===== src/demod_monitor_pkg.sv =====
// Constants shared by the demodulator monitor converter
package demod_monitor_pkg;

    // ------------------------------------------------------------
    // Register byte offsets on the APB bus
    // ------------------------------------------------------------
    localparam logic [7:0] test_mode_control_off   = 8'h00;
    localparam logic [7:0] monitor_offset_gain_off = 8'h04;
    localparam logic [7:0] monitor_config_off      = 8'h08;
    localparam logic [7:0] monitor_status_off      = 8'h0c;

    // ------------------------------------------------------------
    // Serial address codes carried in the low nibble
    // ------------------------------------------------------------
    localparam logic [3:0] test_mode_code   = 4'hc;
    localparam logic [3:0] offset_gain_code = 4'hd;
    localparam int         code_lsb         = 0;

    // ------------------------------------------------------------
    // Field positions
    // ------------------------------------------------------------
    localparam int         test_mode_lsb    = 4;
    localparam int         stretch_lsb      = 12;
    localparam int         offset_lsb       = 16;
    localparam int         gain_lsb         = 28;
    localparam int         select_bit       = 0;
    localparam int         divider_lsb      = 4;
    localparam int         status_in_lsb    = 16;

    // ------------------------------------------------------------
    // Test-mode values that switch the monitor on
    // ------------------------------------------------------------
    localparam logic [3:0] mode_plain       = 4'h7;
    localparam logic [3:0] mode_offset      = 4'ha;

    // ------------------------------------------------------------
    // Reset values and converter constants
    // ------------------------------------------------------------
    localparam logic [31:0] test_mode_reset   = 32'h0000_000c;
    localparam logic [31:0] offset_gain_reset = 32'h0000_000d;
    localparam logic [31:0] config_reset      = 32'h0000_0010;
    localparam logic [19:0] full_scale        = 20'h07fff;
    localparam int          offset_shift      = 3;

endpackage


===== src/demod_monitor_sigma_delta.sv =====
// Demodulator monitor path: input select, offset/gain, sigma-delta
//
// Register access over APB and the register offsets were chosen for this implementation.
`timescale 1ns/1ps
// What this block does
// [RULE1] 16-bit value to bitstream, 2nd-order error feedback
// [RULE2] Bitstream drives the dedicated monitor pin
// [RULE3] Demod on pclk, modulator on recovery tick
// [RULE4] Software should run recovery clock fast
// [RULE5] Recovery block stops at full rate
// [RULE6] Test mode 7: monitor on, no offset
// [RULE7] Test mode 10: monitor on, offset removed
// [RULE8] Linear or correlator output is multiplexed in
// [RULE9] Active demodulator feeds the monitor
// [RULE10] Input is 2^gain times (signal - offset/4096)
// [RULE11] Offset magnitude stays below full scale
// [RULE12] Stretch field gives (value+1) pulse width
// [RULE13] Offset/gain writes need code 1101 low
// [RULE14] Gain in bits 31:28, offset in 27:16
//
// ------------------------------------------------------------
// Register map
// ------------------------------------------------------------
// 0x00 test_mode_control   write only
//      [3:0] address code 1100, [7:4] digital test mode
// 0x04 monitor_offset_gain write only
//      [3:0] address code 1101, [15:12] pulse stretch,
//      [27:16] offset term, [31:28] gain exponent
// 0x08 monitor_config      read and write
//      [0] 1 = correlator, 0 = linear; [11:4] recovery divider
// 0x0c monitor_status      read only
//      [0] enabled, [1] recovery running, [2] current bit,
//      [31:16] converter input after offset, gain and saturation
// Writes with a wrong address code are refused with pslverr,
// so a stray serial-style word cannot land in the wrong place.
//
module demod_monitor_sigma_delta (
    input  wire logic        pclk,
    input  wire logic        presetn,
    input  wire logic [7:0]  paddr,
    input  wire logic        psel,
    input  wire logic        penable,
    input  wire logic        pwrite,
    input  wire logic [31:0] pwdata,
    output logic      [31:0] prdata,
    output logic             pready,
    output logic             pslverr,
    input  wire logic [15:0] linear_demod,
    input  wire logic [15:0] corr_demod,
    output logic             monitor_bitstream_pin,
    output logic             recovery_active
);

    // ------------------------------------------------------------
    // Decoding helpers
    // ------------------------------------------------------------
    function automatic logic monitor_on(input logic [3:0] mode);
        monitor_on = (mode == demod_monitor_pkg::mode_plain) ||
                     (mode == demod_monitor_pkg::mode_offset);
    endfunction

    function automatic logic [3:0] mode_of(input logic [31:0] r);
        mode_of = r[demod_monitor_pkg::test_mode_lsb +: 4];
    endfunction

    // Register picked by one APB byte address
    typedef enum logic [2:0] {
        sel_none   = 3'b000,
        sel_mode   = 3'b001,
        sel_gain   = 3'b010,
        sel_config = 3'b011,
        sel_status = 3'b100
    } reg_sel_e;

    // Used by both the refusal check and the write strobe
    function automatic reg_sel_e reg_of(input logic [7:0] a);
        if (a == demod_monitor_pkg::test_mode_control_off) begin
            reg_of = sel_mode;
        end else if (a == demod_monitor_pkg::monitor_offset_gain_off) begin
            reg_of = sel_gain;
        end else if (a == demod_monitor_pkg::monitor_config_off) begin
            reg_of = sel_config;
        end else if (a == demod_monitor_pkg::monitor_status_off) begin
            reg_of = sel_status;
        end else begin
            reg_of = sel_none;
        end
    endfunction

    // Status word as software sees it
    function automatic logic [31:0] status_word(
        input logic [15:0] x,
        input logic        bit_now,
        input logic        rec,
        input logic        en
    );
        status_word = {x, 13'h0, bit_now, rec, en};
    endfunction

    // ------------------------------------------------------------
    // Register file and APB slave
    // ------------------------------------------------------------
    logic [31:0] test_mode_control;
    logic [31:0] monitor_offset_gain;
    logic [31:0] monitor_config;
    logic [31:0] next_test_mode_control;
    logic [31:0] next_monitor_offset_gain;
    logic [31:0] next_monitor_config;
    logic [31:0] next_prdata;
    logic        next_pready;
    logic        next_pslverr;
    logic        setup;
    logic        bad_access;
    logic [15:0] conv_in;
    logic        enabled;
    logic        write_now;
    logic [3:0]  code;
    reg_sel_e    sel;

    assign setup     = psel && !penable;
    assign sel       = reg_of(paddr);
    assign code      = pwdata[demod_monitor_pkg::code_lsb +: 4];
    // pready is registered from setup, so access is always one cycle
    assign write_now = psel && penable && pready && pwrite && !pslverr;

    always_comb begin
        next_test_mode_control   = test_mode_control;
        next_monitor_offset_gain = monitor_offset_gain;
        next_monitor_config      = monitor_config;
        next_prdata              = 32'h0000_0000;
        next_pready              = setup;
        next_pslverr             = 1'b0;
        bad_access               = 1'b0;
        if (sel == sel_mode) begin
            bad_access = !pwrite ||
                (code != demod_monitor_pkg::test_mode_code);
        end else if (sel == sel_gain) begin
            bad_access = !pwrite ||
                (code != demod_monitor_pkg::offset_gain_code); // [RULE13]
        end else if (sel == sel_config) begin
            bad_access = 1'b0;
        end else if (sel == sel_status) begin
            bad_access = pwrite;
        end else begin
            bad_access = 1'b1;
        end
        if (setup) begin
            next_pslverr = bad_access;
            if (!pwrite) begin
                if (sel == sel_config) begin
                    next_prdata = monitor_config;
                end else if (sel == sel_status) begin
                    next_prdata = status_word(conv_in,
                                              monitor_bitstream_pin,
                                              recovery_active, enabled);
                end
            end
        end
        // Write lands only at the completing edge, and only if legal
        if (write_now) begin
            if (sel == sel_mode) begin
                next_test_mode_control = pwdata;
            end else if (sel == sel_gain) begin
                next_monitor_offset_gain = pwdata; // [RULE13]
            end else if (sel == sel_config) begin
                next_monitor_config = pwdata;
            end
        end
    end

    always_ff @(posedge pclk or negedge presetn) begin
        if (!presetn) begin
            test_mode_control   <= demod_monitor_pkg::test_mode_reset;
            monitor_offset_gain <= demod_monitor_pkg::offset_gain_reset;
            monitor_config      <= demod_monitor_pkg::config_reset;
            prdata              <= 32'h0000_0000;
            pready              <= 1'b0;
            pslverr             <= 1'b0;
        end else begin
            test_mode_control   <= next_test_mode_control;
            monitor_offset_gain <= next_monitor_offset_gain;
            monitor_config      <= next_monitor_config;
            prdata              <= next_prdata;
            pready              <= next_pready;
            pslverr             <= next_pslverr;
        end
    end

    // ------------------------------------------------------------
    // Input select, offset removal and gain (demodulator clock)
    // ------------------------------------------------------------
    logic [3:0]         mode;
    logic [3:0]         gain;
    logic [11:0]        offset;
    logic [3:0]         stretch;
    logic [7:0]         divider;
    logic signed [15:0] signal_in;
    logic signed [17:0] offset_term;
    logic signed [17:0] diff;
    logic signed [33:0] scaled;
    logic [15:0]        next_conv_in;

    assign mode    = mode_of(test_mode_control);
    assign gain    = monitor_offset_gain[demod_monitor_pkg::gain_lsb +: 4];
    assign offset  =
        monitor_offset_gain[demod_monitor_pkg::offset_lsb +: 12]; // [RULE14]
    assign stretch =
        monitor_offset_gain[demod_monitor_pkg::stretch_lsb +: 4];
    assign divider = monitor_config[demod_monitor_pkg::divider_lsb +: 8];

    always_comb begin
        // Mux follows whichever demodulator software selected
        if (monitor_config[demod_monitor_pkg::select_bit]) begin
            signal_in = signed'(corr_demod); // [RULE8] [RULE9]
        end else begin
            signal_in = signed'(linear_demod); // [RULE8] [RULE9]
        end
        // Offset/4096 of full scale is offset<<3 in 16-bit units;
        // a 12-bit field therefore never reaches 1.0
        offset_term = 18'sh00000;
        if (mode == demod_monitor_pkg::mode_offset) begin
            offset_term = signed'({3'b000, offset, 3'b000}); // [RULE7] [RULE11]
        end
        diff   = 18'(signal_in) - offset_term; // [RULE10]
        scaled = 34'(diff) <<< gain; // [RULE10]
        // Saturate rather than wrap: wrap would flip the sign
        if (scaled > 34'sh0_0000_7fff) begin
            next_conv_in = 16'h7fff;
        end else if (scaled < -34'sh0_0000_8000) begin
            next_conv_in = 16'h8000;
        end else begin
            next_conv_in = scaled[15:0];
        end
    end

    // ------------------------------------------------------------
    // Recovery-clock tick and sigma-delta modulator
    // ------------------------------------------------------------
    // One clock only: the recovery clock is a divided tick of pclk.
    // This keeps the converter input and the modulator in one
    // domain, so conv_in needs no crossing logic. The price is that
    // the recovery rate can only be pclk divided by an integer.
    // Divider 0 or 1 gives a tick on every edge: the modulator then
    // runs at the demodulator rate and clock recovery is stopped.
    // A stretched bit holds for (stretch + 1) ticks; the loop only
    // advances on the tick that starts a new bit, so the density of
    // ones still follows the input.
    logic [7:0]         tick_cnt;
    logic [3:0]         hold_cnt;
    logic signed [19:0] err1;
    logic signed [19:0] err2;
    logic [7:0]         next_tick_cnt;
    logic [3:0]         next_hold_cnt;
    logic signed [19:0] next_err1;
    logic signed [19:0] next_err2;
    logic               next_bit;
    logic               next_enabled;
    logic               next_recovery_active;
    logic               tick;
    logic signed [19:0] loop_sum;
    logic signed [19:0] feedback;

    always_comb begin
        next_enabled         = monitor_on(mode); // [RULE6] [RULE7]
        // Divide of 0 or 1 means the modulator runs at demod rate and recovery stops
        next_recovery_active = divider > 8'h01; // [RULE5]
        tick          = 1'b0;
        next_tick_cnt = tick_cnt + 8'h01;
        if (tick_cnt + 8'h01 >= divider) begin
            tick          = 1'b1; // [RULE3]
            next_tick_cnt = 8'h00;
        end
        next_hold_cnt = hold_cnt;
        next_err1     = err1;
        next_err2     = err2;
        next_bit      = monitor_bitstream_pin;
        // e[n] = v - y; v = x + 2e[n-1] - e[n-2]
        loop_sum = 20'(signed'(conv_in)) + (err1 <<< 1) - err2; // [RULE1]
        if (loop_sum >= 20'sh00000) begin
            feedback = signed'(demod_monitor_pkg::full_scale);
        end else begin
            feedback = -signed'(demod_monitor_pkg::full_scale);
        end
        if (!enabled) begin
            next_hold_cnt = 4'h0;
            next_err1     = 20'sh00000;
            next_err2     = 20'sh00000;
            next_bit      = 1'b0;
        end else if (tick) begin
            if (hold_cnt == 4'h0) begin
                next_bit      = loop_sum >= 20'sh00000; // [RULE1] [RULE2]
                next_err2     = err1;
                next_err1     = loop_sum - feedback; // [RULE1]
                next_hold_cnt = stretch; // [RULE12]
            end else begin
                next_hold_cnt = hold_cnt - 4'h1; // [RULE12]
            end
        end
    end

    always_ff @(posedge pclk or negedge presetn) begin
        if (!presetn) begin
            conv_in               <= 16'h0000;
            enabled               <= 1'b0;
            recovery_active       <= 1'b0;
            tick_cnt              <= 8'h00;
            hold_cnt              <= 4'h0;
            err1                  <= 20'sh00000;
            err2                  <= 20'sh00000;
            monitor_bitstream_pin <= 1'b0;
        end else begin
            conv_in               <= next_conv_in;
            enabled               <= next_enabled;
            recovery_active       <= next_recovery_active;
            tick_cnt              <= next_tick_cnt;
            hold_cnt              <= next_hold_cnt;
            err1                  <= next_err1;
            err2                  <= next_err2;
            monitor_bitstream_pin <= next_bit;
        end
    end

endmodule


===== config.mk =====
export PLATFORM = sky130hd
export DESIGN_NAME = demod_monitor_sigma_delta
export DESIGN_NICKNAME = d
export VERILOG_FILES = /design/src/demod_monitor_pkg.sv /design/src/demod_monitor_sigma_delta.sv
export SDC_FILE = /design/constraint.sdc
export NUM_CORES = 1
export LEC_CHECK = 0
export ABC_AREA = 1
export ABC_CLOCK_PERIOD_IN_PS = 10300
export BUFFER_PORTS_ARGS = -buffer_cell sky130_fd_sc_hd__buf_2
export CORE_MARGIN = 5
export CORE_UTILIZATION = 50
export CTS_CLUSTER_SIZE = 12
export DETAILED_ROUTE_END_ITERATION = 6
export PLACE_DENSITY = 0.68
export SLEW_MARGIN = 0
export SYNTH_ARGS = -nofsm -noshare
export SYNTH_HDL_FRONTEND = slang
export SYNTH_SLANG_ARGS = --single-unit

===== constraint.sdc =====
create_clock -name pclk -period 10.3 [get_ports pclk]
set_clock_uncertainty 0.2 [all_clocks]
set_input_delay 1.03 -clock pclk [delete_from_list [all_inputs] [get_ports pclk]]
set_output_delay 1.03 -clock pclk [all_outputs]
set_load 0.05 [all_outputs]

Yosys cells after proc, flatten, opt, wreduce, memory -nomap -nowiden
Cells that the tools add are included.
{"block": "classes", "n_reduce_logical": 17, "addsub": 6, "magnitude_cmp": 5, "bitwise": 2, "eq_ne": 13, "shift": 1, "mux": 32}
{"cell": "$mux 20", "count": 7}
{"cell": "$mux 32", "count": 4}
{"cell": "$mux 16", "count": 3}
{"cell": "$sub 20x20->20", "count": 2}
{"cell": "$gt 34x16->1 const B", "count": 1}
{"cell": "$lt 34x16->1 const B", "count": 1}
{"cell": "$sshl 17x4->34", "count": 1}
{"cell": "$add 16x20->20", "count": 1}
{"cell": "$ge 20x1->1 const B", "count": 1}
{"cell": "$sub 16x16->17", "count": 1}
{"cell": "$eq 8x4->1 const B", "count": 2}
{"cell": "$mux 15", "count": 1}
{"cell": "$mux 3", "count": 4}
{"cell": "$mux 4", "count": 3}
{"cell": "$mux 1", "count": 9}
{"cell": "$add 8x1->8 const B", "count": 1}
{"cell": "$eq 8x3->1 const B", "count": 1}
{"cell": "$ge 8x8->1", "count": 1}
{"cell": "$gt 8x1->1 const B", "count": 1}
{"cell": "$logic_not 8->1", "count": 1}
{"cell": "$mux 8", "count": 1}
{"cell": "$ne 4x4->1 const B", "count": 2}
{"cell": "$eq 3x2->1 const B", "count": 2}
{"cell": "$logic_and 1x1->1", "count": 5}
{"cell": "other kinds (13)", "count": 20}
{"block": "word_totals", "in_bits": 77, "register_bits": 177, "output_inout_bits": 36, "elab_cells": 90}

Depth between registers and ports, before layout
Gate-level depths: netlist (run 1).
{"block": "logic_depth", "depth_word": 11, "ltp_mapped": 30, "mapped_depth_nobuf": 29}

Worst setup path after synthesis (run 1)
OpenSTA, ideal clock, no wires.
{"block": "synth_timing", "kind": "input port to flip-flop", "from": "input port corr_demod[4]", "to": "register conv_in[10]", "stages": 20, "setup_slack_ps": 6586, "required_ps": 9982, "n_path_buf": 1, "setup_time_ps": 118, "arrival_ps": 3397, "path_cell_list": "or2_2 -> o21ai_0 -> inv_1 -> ha_1 -> nand3_1 -> nand3_1 -> nand2_1 -> nand2_1 -> o21ai_0 -> o21ai_0 -> or2_2 -> nand3_1 -> nand2_1 -> nor2_1 -> nand2_1 -> nor2_1 -> nand2_1 -> nand2_2 -> buf_4 -> nand2_1"}
{"block": "synth_between", "elab_chain_len": 6, "word_cells_on_any_way": 7, "classes_between": "1 x add/sub; 2 x order compare; 1 x shift; 3 x mux"}
{"element": "from (decl)", "line": "demod_monitor_sigma_delta.sv:49", "source": "input wire logic [15:0] corr_demod,"}
{"element": "$mux 16 *", "line": "demod_monitor_sigma_delta.sv:213", "source": "if (monitor_config[demod_monitor_pkg::select_bit]) begin"}
{"element": "$sub 16x16->17 *", "line": "demod_monitor_sigma_delta.sv:224", "source": "diff = 18'(signal_in) - offset_term;"}
{"element": "$sshl 17x4->34 *", "line": "demod_monitor_sigma_delta.sv:225", "source": "scaled = 34'(diff) <<< gain;"}
{"element": "$lt 34x16->1", "line": "demod_monitor_sigma_delta.sv:229", "source": "end else if (scaled < -34'sh0_0000_8000) begin"}
{"element": "$mux 16", "line": "demod_monitor_sigma_delta.sv:229"}
{"element": "$mux 16 *", "line": "demod_monitor_sigma_delta.sv:227", "source": "if (scaled > 34'sh0_0000_7fff) begin"}
{"element": "via next_conv_in[10]", "line": "demod_monitor_sigma_delta.sv:201", "source": "logic [15:0] next_conv_in;"}
{"element": "to (signal assigned)", "line": "demod_monitor_sigma_delta.sv:312", "source": "conv_in <= next_conv_in;"}
{"element": "to (decl)", "line": "demod_monitor_sigma_delta.sv:114", "source": "logic [15:0] conv_in;"}
Mark *: on every way through the listed nets, which the timed path passes. The rest lies on a longest branch.
A chain may end at the register's enable or synchronous reset.

Worst setup path after layout (run 1)
{"block": "layout_timing", "from": "register monitor_config[0]", "to": "register conv_in[1]"}
{"block": "layout_between", "elab_chain_len": 6, "word_cells_on_any_way": 7, "classes_between": "1 x add/sub; 2 x order compare; 1 x shift; 3 x mux"}
{"element": "from (decl)", "line": "demod_monitor_sigma_delta.sv:105", "source": "logic [31:0] monitor_config;"}
{"element": "from (signal assigned)", "line": "demod_monitor_sigma_delta.sv:175", "source": "monitor_config <= demod_monitor_pkg::config_reset;"}
{"element": "from (signal assigned)", "line": "demod_monitor_sigma_delta.sv:182", "source": "monitor_config <= next_monitor_config;"}
{"element": "$mux 16 *", "line": "demod_monitor_sigma_delta.sv:213"}
{"element": "$sub 16x16->17 *", "line": "demod_monitor_sigma_delta.sv:224"}
{"element": "$sshl 17x4->34 *", "line": "demod_monitor_sigma_delta.sv:225"}
{"element": "$lt 34x16->1", "line": "demod_monitor_sigma_delta.sv:229"}
{"element": "$mux 16", "line": "demod_monitor_sigma_delta.sv:229"}
{"element": "$mux 16 *", "line": "demod_monitor_sigma_delta.sv:227"}
{"element": "via next_conv_in[1]", "line": "demod_monitor_sigma_delta.sv:201"}
Marks and branches as above.

==> results of run 1 <==
-- flip-flops by register name (all words and copies together), names as in the netlist --
name	cells
err1	20
hold_cnt	4
tick_cnt	8
test_mode_control	4
enabled	1
conv_in	16
monitor_config	32
pslverr	1
pready	1
monitor_offset_gain	20
err2	20
recovery_active	1
monitor_bitstream_pin	1
prdata	32
-- cell usage in the layout (no fill, tap or decap), drive strengths merged, types with 13 or more instances in the layout --
master,n
nand2,526
inv,245
ha,49
clkbuf,17
xnor2,13
nor2,91
a21oi,57
o21ai,111
nor3,18
xor2,16
fa,20
dfrtp,160
buf,119
nand4,16
nand3,152
-- power by group through the flow --
stage	sequential, mW	combinational (mW)	clock [mW]
after floorplan	0.658	0.452	0
after global placement	0.659	0.581	0
after detailed placement	0.659	0.586	0
after CTS	0.647	0.591	0.659
after global routing	0.647	0.680	0.687
final	0.647	0.592	0.649
-- final cells by class --
cell class	instances	area share, %
Multi-Input combinational cell	1138	47.9
Tap cell	280	2.79
Timing Repair Buffer	119	4.94
Clock buffer	17	3.39
Inverter	244	7.30
Clock inverter	15	1.57
Sequential cell	161	32.1
-- kinds of logic after synthesis --
kind of cell,after synthesis,synth area share [%]
DFF,161,36.2
and+or+nand+nor,825,31.4
AOI/OAI and AO/OA,203,9.83
muxes,12,1.16
xor gates and xnor gates,29,2.28
adders and majority gates,69,9.10
buffers and inverters,291,10.1
-- stage by stage --
stage	cells	total power, mW
after floorplan	1590	1.11
after global placement	1942	1.24
after detailed placement	1942	1.24
after CTS	1974	1.90
after global routing	1974	2.01
final	1974	1.89
-- synth_stat cells, types with 4 or more instances --
library cell and n:
buf_1 8, o22ai_1 11, nand3_1 148, xor2_1 16, xnor2_1 13, dfrtp_1 160
inv_2 10, o21ai_0 101, inv_1 231, nor3_1 18, mux2i_1 5, clkbuf_1 31
nor3b_1 6, mux2_2 7, nor2_1 87, nand4_1 16, nand2_1 505, nand2_2 21
nor4_1 6, ha_1 49, or2_2 4, a21oi_1 57, fa_1 20, nor2_2 4
o21ai_1 10, nand3_2 4
-- metal layers --
metal  wire [um]  part of all wire [%]  track usage [%]  up-vias
li1            -                     -                -     5246
met2       13600                    47             38.6      252
met5           0                     0                0        -
met1       13600                    47             32.1     4783
met4         629                   2.2             6.79        0
met3        1270                   4.4             3.29       44
-- critical path, cell delays in order (launching register included) --
cell     delay, ps
dfrtp_1        840
inv_2          260
or2_2          330
o21ai_0        170
inv_1           90
ha_1           320
nand3_1        100
nand3_1        140
nand2_1         90
nand2_1         80
o21ai_0        200
o21ai_0        160
or2_2          340
nand3_1        100
nand2_1         90
nor2_1         110
nand2_1         60
nor2_1          90
nand2_1         70
nand2_2        230
nand2_1        180
-- worst paths after layout --
path / start / to / slack [ps] / depth (start not counted)
worst max-delay path: monitor_config[0] / conv_in[1] / 5880 / 20
worst min-delay path: err1[15] / err1[15] / 280 / 2
worst max register to register: monitor_config[0] / conv_in[1] / 5880 / 20
worst min register to register: err1[15] / err1[15] / 280 / 2
max in group asynchronous: presetn / conv_in[1] / 8010 / 2
min in group asynchronous: presetn / monitor_config[14] / 510 / 1
==> results.toml, run 1 <==
[status]
status = "complete, no violations"

[place]
port_buffers = 112
dp_hpwl_um = 22000
gp_congestion = 0.907
place_ws_ps = 5930
dpl_cell_area_sq_um = 11900

[cells_and_area]
area_growth_pct = 12.6
drive_gt1_share_pct = 12.2
multi_input_area_sq_um = 6010
num_antenna_cells = 0
regArea_sq_um = 4030
design_area_sq_um = 12500
fillers = 2115
fin_util_pct = 57.3
final_nets = 1827

[global_route]
grt_usage_pct = 23.3
grt_max_degree = 105
grt_pass1_wl_um = 49200
grt_antenna_before_repair = 0
grt_pass1_vias = 9945
gr-total-overflow = 0

[clock_tree]
clockBufferDepth = 2
cts_resized = 0
ctsHoldBuffers = 0
htreeDepth = 4
cts_made_buffers = 17
clock_sinks = 161
post_cts_buffers = 0
clockRootBuffer = "clkbuf_16"
clk_pin_slew_ps = 70
cts_tree = "built"
insertion_delay_ps = 440

[synthesis]
synth.ff_latch_count = 161
synth_cell_types = 48
synth_top_area_share_pct = 35.9
post-synth-top-area-cell = "dfrtp_1"
synth_edf_count = 0
syn_nets = 1736
yosysSeqAreaShare_pct = 36.2
synthCells = 1590
synthFlopType = "dfrtp_1"
ys.warnings.count = 0
synthTopCellsByArea = "dfrtp_1, nand2_1, inv_1, nand3_1, ha_1"
synthArstFlopShare_pct = 100
netlist_area_sq_um = 11100
avgSynthCellArea_sq_um = 7.01

[floorplanning]
coreArea_sq_um = 21900
initial_core_util_pct = 50.9
io_pins = 113
dieArea_sq_um = 25400
die_y_um = 159
rows = 54
die_width_um = 159

[sta]
fin_hold_ws_ps = 284
grt_setup_unrepaired = "false"
maxSlewHeadroom_pct = 16.0
drv_slew = 0
finalHoldViolations = 0
fin_crit_sh_pct = 42.9
fmax_mhz = 226
worstMarginPinSlew_ps = 1260
setup_slack_ps = 5880
finalSetupViolCount = 0
period_minus_slack_ps = 4420
finalSetupTns_ps = 0

[flow_run]
drv_cap = 0

[drt]
wl_per_cell_um = 14.7
via_count = 10300
drt-total-wl_um = 29000
dr.pass1.iters = 5
drc = 0
drt_iter0_drc = 732
vias_per_cell = 5.23
ant_nets = 0

[worst_setup_path]
critPathCaptureType = "flop"
cp.arrival_ps = 4500
cp_data_required_time_ps = 10380
crit_fanout = 19
startpoint_type = "flop"
critPathKind = "flop to flop"

[power]
vdd_drop_max_mv = 0.122
pwr-share-comb_pct = 31.4
power_leakage_nw = 6.75
pwr-share-clk_pct = 34.4
p_sw_share_pct = 37.1
power_density_nw_per_um2 = 150
p_seq_share_pct = 34.3
internal_power_mw = 1.19
power.switching_uw = 700

[hold_path]
hp-class = "flop to flop"
No activity file was read; power rests on OpenSTA's default activity.
==> run 2, diff against run 1 <==
--- a/config.mk
+++ b/config.mk
@@ -6,13 +6,13 @@
 export NUM_CORES = 1
 export LEC_CHECK = 0
 export ABC_AREA = 1
-export ABC_CLOCK_PERIOD_IN_PS = 10300
+export ABC_CLOCK_PERIOD_IN_PS = 3900
 export BUFFER_PORTS_ARGS = -buffer_cell sky130_fd_sc_hd__buf_2
 export CORE_MARGIN = 5
 export CORE_UTILIZATION = 50
 export CTS_CLUSTER_SIZE = 12
 export DETAILED_ROUTE_END_ITERATION = 6
-export PLACE_DENSITY = 0.68
+export PLACE_DENSITY = 0.71
 export SLEW_MARGIN = 0
 export SYNTH_ARGS = -nofsm -noshare
 export SYNTH_HDL_FRONTEND = slang
==> constraint.sdc (replaced) <==
create_clock -name pclk -period 3.9 [get_ports pclk]
set_clock_uncertainty 0.2 [all_clocks]
set_input_delay 0.39 -clock pclk [delete_from_list [all_inputs] [get_ports pclk]]
set_output_delay 0.39 -clock pclk [all_outputs]
set_load 0.05 [all_outputs]
==> results.toml, run 2 (synthesis gave the netlist of run 1 again) <==
[place]
gp_congestion = 0.935
place_ws_ps = -35.8
dpl.cell_count = 1979
dpl_cell_area_sq_um = 12200
port_buffers = 112
dp_hpwl_um = 22500

[clock_tree]
clock_sinks = 161
clockRootBuffer = "clkbuf_16"
cts_tree = "built"
clk_pin_slew_ps = 70
insertion_delay_ps = 430
clockBufferDepth = 2
htreeDepth = 4
cts_made_buffers = 17

[cells_and_area]
final_common_cell = "nand2_1"
fin_cells = 2031
num_antenna_cells = 0
area_growth_pct = 22.1
fin_util_pct = 62.2
design_area_sq_um = 13600
final_nets = 1884
reg_top3 = "monitor_config: 32 flops, prdata: 32 flops"
layout_common_cells = "nand2_1, inv_1, dfrtp_1"
drive_gt1_share_pct = 21.0

[sta]
finalHoldViolations = 0
fin_crit_sh_pct = 97.1
setup_slack_ps = 112
grt_setup_unrepaired = "true"
maxSlewHeadroom_pct = 21.7
finalSetupViolCount = 0
fmax_mhz = 264
worstMarginPinSlew_ps = 1170
period_minus_slack_ps = 3790
finalSetupTns_ps = 0
drv_slew = 0

[drt]
via_count = 10600
drt-total-wl_um = 30600
vias_per_cell = 5.24
drc = 0
ant_nets = 0
drt_iter0_drc = 616
dr.pass1.iters = 7
wl_per_cell_um = 15.1

[worst_setup_path]
cp_data_required_time_ps = 4020
critPathKind = "flop to flop"
cpPeakStageDelay_ps = 540
startpoint_type = "flop"
cp_common_cell = "nand2_1"
crit_fanout = 7
critPathCaptureType = "flop"
worst_path_max_delay_cell = "fa_1"
cp.arrival_ps = 3910

[status]
status = "complete, no violations"

[global_route]
grt_antenna_before_repair = 0
grt_pass1_wl_um = 49400
grt_max_degree = 92
gr-total-overflow = 0
grt_usage_pct = 23.2
grt_pass1_vias = 9994

[floorplanning]
rows = 54
coreArea_sq_um = 21900
initial_core_util_pct = 50.9
die_width_um = 159
die_y_um = 159
dieArea_sq_um = 25400
io_pins = 113

[power]
pwr-share-clk_pct = 31.0
power_density_nw_per_um2 = 399
pwr-share-comb_pct = 37.6
power.switching_mw = 2.09
internal_power_mw = 3.34
power_leakage_nw = 7.10
vdd_drop_max_mv = 0.312
p_sw_share_pct = 38.5
p_seq_share_pct = 31.4

[flow_run]
drv_cap = 0

[hold_path]
hp-class = "input port to flop"
## run 2: cell types whose count changed in the layout (fill, tap and decap cells not counted), moves of 7 or more
cell	delta
a21oi_2	+7
nand3_2	+17
nand2_1	-27
ha_1	-25
a21oi_1	-7
ha_4	+17
inv_1	-10
nand2_2	+17
ha_2	+8
inv_2	+8
nand3_1	-19
buf_4	+45
nor2_1	-11
nand2_4	+12
## run 2: timing repair
item,4_1_cts,5_1_grt
resized for setup,9,142
hold endpoints to repair,73,0
pin swaps,1,45
buffers inserted,0,13
cloned,0,2
hold buffers,5,0
endpoints found under the setup margin,10,31
## run 2: power groups by stage
stage               combinational, mW  clock [mW]  sequential (mW)
floorplan                        1.19           0             1.74
global placement                 1.67           0             1.73
detailed placement               1.67           0             1.74
CTS                              1.71        1.71             1.70
global route                     2.27        1.77             1.71
finish                           2.04        1.68             1.70
## run 2: layout make-up
cell class / count / area, sq um
repair buffers: 174 / 1080
clock buffers: 17 / 425
inverters: 244 / 921
flip-flops and latches: 161 / 4030
multi-input cells: 1140 / 6620
clock inverters: 15 / 183
well taps: 280 / 350
fillers: 2025 / 8280
## run 2: stage by stage
| stage | total power, mW | hold slack (ps) |
|---|---|---|
| after global routing | 5.74 | 15.0 |
| after floorplan | 2.93 | -106 |
| after CTS | 5.12 | 3.21 |
| after detailed placement | 3.40 | 239 |
| after global placement | 3.40 | 243 |
| final | 5.43 | 13.2 |
## run 2: final timing paths
kind                                   endpoint                from  slack [ps]  depth (start not counted)
max                                    err1[16]         conv_in[15]         110                         25
min                           monitor_config[9]           pwdata[9]          10                          2
max reg2reg                            err1[16]         conv_in[15]         110                         25
min reg2reg                  monitor_config[15]  monitor_config[15]         280                          2
max in group asynchronous           conv_in[13]             presetn        2240                          3
min in group asynchronous  test_mode_control[5]             presetn         330                          2
## run 2: critical path: cells and delay by family, from the launching register on
family | cells | cell delay [ps]
fa+ha+maj | 2 | 790
buf+inv | 6 | 520
simple gates | 16 | 1560
compound gates | 1 | 200
flops | 1 | 390
## run 2: layer usage
layer	vias to the layer above	wire length [um]	global-route usage, %
met1	4994	13900	32.4
met2	265	14600	38.4
met5	-	0	0
li1	5358	-	-
met3	31	1600	3.24
met4	0	452	5.51
==> run 3, diff against run 2 <==
--- a/config.mk
+++ b/config.mk
@@ -8,6 +8,7 @@
 export ABC_AREA = 1
 export ABC_CLOCK_PERIOD_IN_PS = 3900
 export BUFFER_PORTS_ARGS = -buffer_cell sky130_fd_sc_hd__buf_2
+export CORE_ASPECT_RATIO = 0.75
 export CORE_MARGIN = 5
 export CORE_UTILIZATION = 50
 export CTS_CLUSTER_SIZE = 12
==> results.toml, run 3 (synthesis gave the netlist of run 1 again) <==
[status]
status = "complete, no violations"

[clock_tree]
clockRootBuffer = "clkbuf_16"
insertion_delay_ps = 430
cts_made_buffers = 17
htreeDepth = 4
clock_sinks = 161
cts_tree = "built"
clockBufferDepth = 2
clk_pin_slew_ps = 70

[drt]
dr.pass1.iters = 5
via_count = 10900
wl_per_cell_um = 15.4
vias_per_cell = 5.28
drt-total-wl_um = 31800
drc = 0
ant_nets = 0
drt_iter0_drc = 941

[power]
power_leakage_nw = 7.15
power_density_nw_per_um2 = 407
total_power_mw = 5.52
vdd_drop_max_mv = 0.323

[floorplanning]
die_width_um = 182
rows = 47
dieArea_sq_um = 25400
die_y_um = 139
coreArea_sq_um = 22000
io_pins = 113
initial_core_util_pct = 50.7

[cells_and_area]
drive_gt1_share_pct = 19.7
area_growth_pct = 21.7
fin_cells = 2057
reg_top3 = "monitor_config: 32 flops, prdata: 32 flops"
design_area_sq_um = 13600
fillers = 1993
multi_input_area_sq_um = 6470
layout_common_cells = "nand2_1, inv_1, dfrtp_1"
num_antenna_cells = 0
final_nets = 1896
final_common_cell = "nand2_1"
regArea_sq_um = 4030

[sta]
setup_slack_ps = 184
finalSetupTns_ps = 0
fin_crit_sh_pct = 95.3
worstMarginPinSlew_ps = 692
maxSlewHeadroom_pct = 53.8
finalSetupViolCount = 0
period_minus_slack_ps = 3720
fmax_mhz = 269
drv_slew = 0
finalHoldViolations = 0
grt_setup_unrepaired = "true"

[worst_setup_path]
critPathKind = "flop to flop"
cp.arrival_ps = 3840
cp_data_required_time_ps = 4020
path_cells = "inv_1, fa_1, inv_1, ha_2, inv_1, fa_2, inv_2, nand3_1, nand3_2, nand3_2, nand3_2, nand3_1, nand2_2, a31oi_1, xor2_1, ha_4, a21oi_2, nand2_1, nor2_2, nand3_1, nand3_1, nand2_1"
cp_common_cell = "nand3_1"
crit_fanout = 6
worst_path_max_delay_cell = "fa_1"
critPathCaptureType = "flop"
startpoint_type = "flop"
worstRegToRegCells = 22
cpPeakStageDelay_ps = 470

[hold_path]
hp-class = "input port to flop"
hold_path_depth = 2

[global_route]
grt_antenna_before_repair = 0
grt_max_degree = 71
grt_pass1_wl_um = 51100
grt_usage_pct = 24.9
grt_pass1_vias = 10000
gr-total-overflow = 0

[place]
gp_congestion = 0.958
dpl_cell_area_sq_um = 12400
dp_hpwl_um = 24500
port_buffers = 112
dpl.cell_count = 2014
place_ws_ps = -119

[flow_run]
drv_cap = 0
-- run 3: critical path, delay by kind of cell (launching register included) --
kind | cells | cell delay, ps
adder cells (fa/ha/maj) | 4 | 1300
AND/OR/NAND/NOR | 11 | 980
flip-flops | 1 | 360
buffers and inverters | 4 | 280
XOR/XNOR | 1 | 250
AO/OA/AOI/OAI | 2 | 240
-- run 3: layout make-up --
type,count,area share [%]
repair buffers,187,8.45
flip-flops and latches,161,29.7
clock inverters,14,1.37
well taps,294,2.71
clock buffers,18,3.24
inverters,244,6.75
multi-input cells,1139,47.7
-- run 3: path summary, 6_finish.rpt --
path                       startpoint                 to  slack, ps
setup / recovery           conv_in[1]           err1[18]        180
hold / removal              pwdata[8]  monitor_config[8]         20
setup reg to reg           conv_in[1]           err1[18]        180
hold reg to reg              err1[11]           err1[11]        280
max in group asynchronous     presetn        conv_in[12]       2280
min in group asynchronous     presetn             pready        330
-- run 3: what timing repair did --
action,4_1_cts,5_1_grt
cloned,0,1
endpoints found under the hold margin,69,1
setup endpoints to repair,5,32
hold buffers,4,1
resized for setup,8,90
pin swaps,0,19
setup buffers,0,5
-- run 3: power breakdown --
part | switching [mW] | leakage (nW) | internal [mW]
clock | 0.800 | 0.302 | 0.945
sequential | 0.0137 | 2.20 | 1.69
combinational | 1.26 | 4.65 | 0.809
-- run 3: stage by stage --
stage	hold WS, ps	util, %
final	17.5	61.7
after global routing	1.11	61.7
after CTS	1.12	59.4
after detailed placement	233	56.3
after global placement	233	56.3
after floorplan	-106	-
-- run 3: per-layer routing --
layer	wire (um)	global-route usage, %	vias to the layer above
met5	0	0	-
met4	378	4.86	0
met3	2100	4.98	27
met2	13900	37.8	351
met1	15400	37.3	5100
li1	-	-	5379
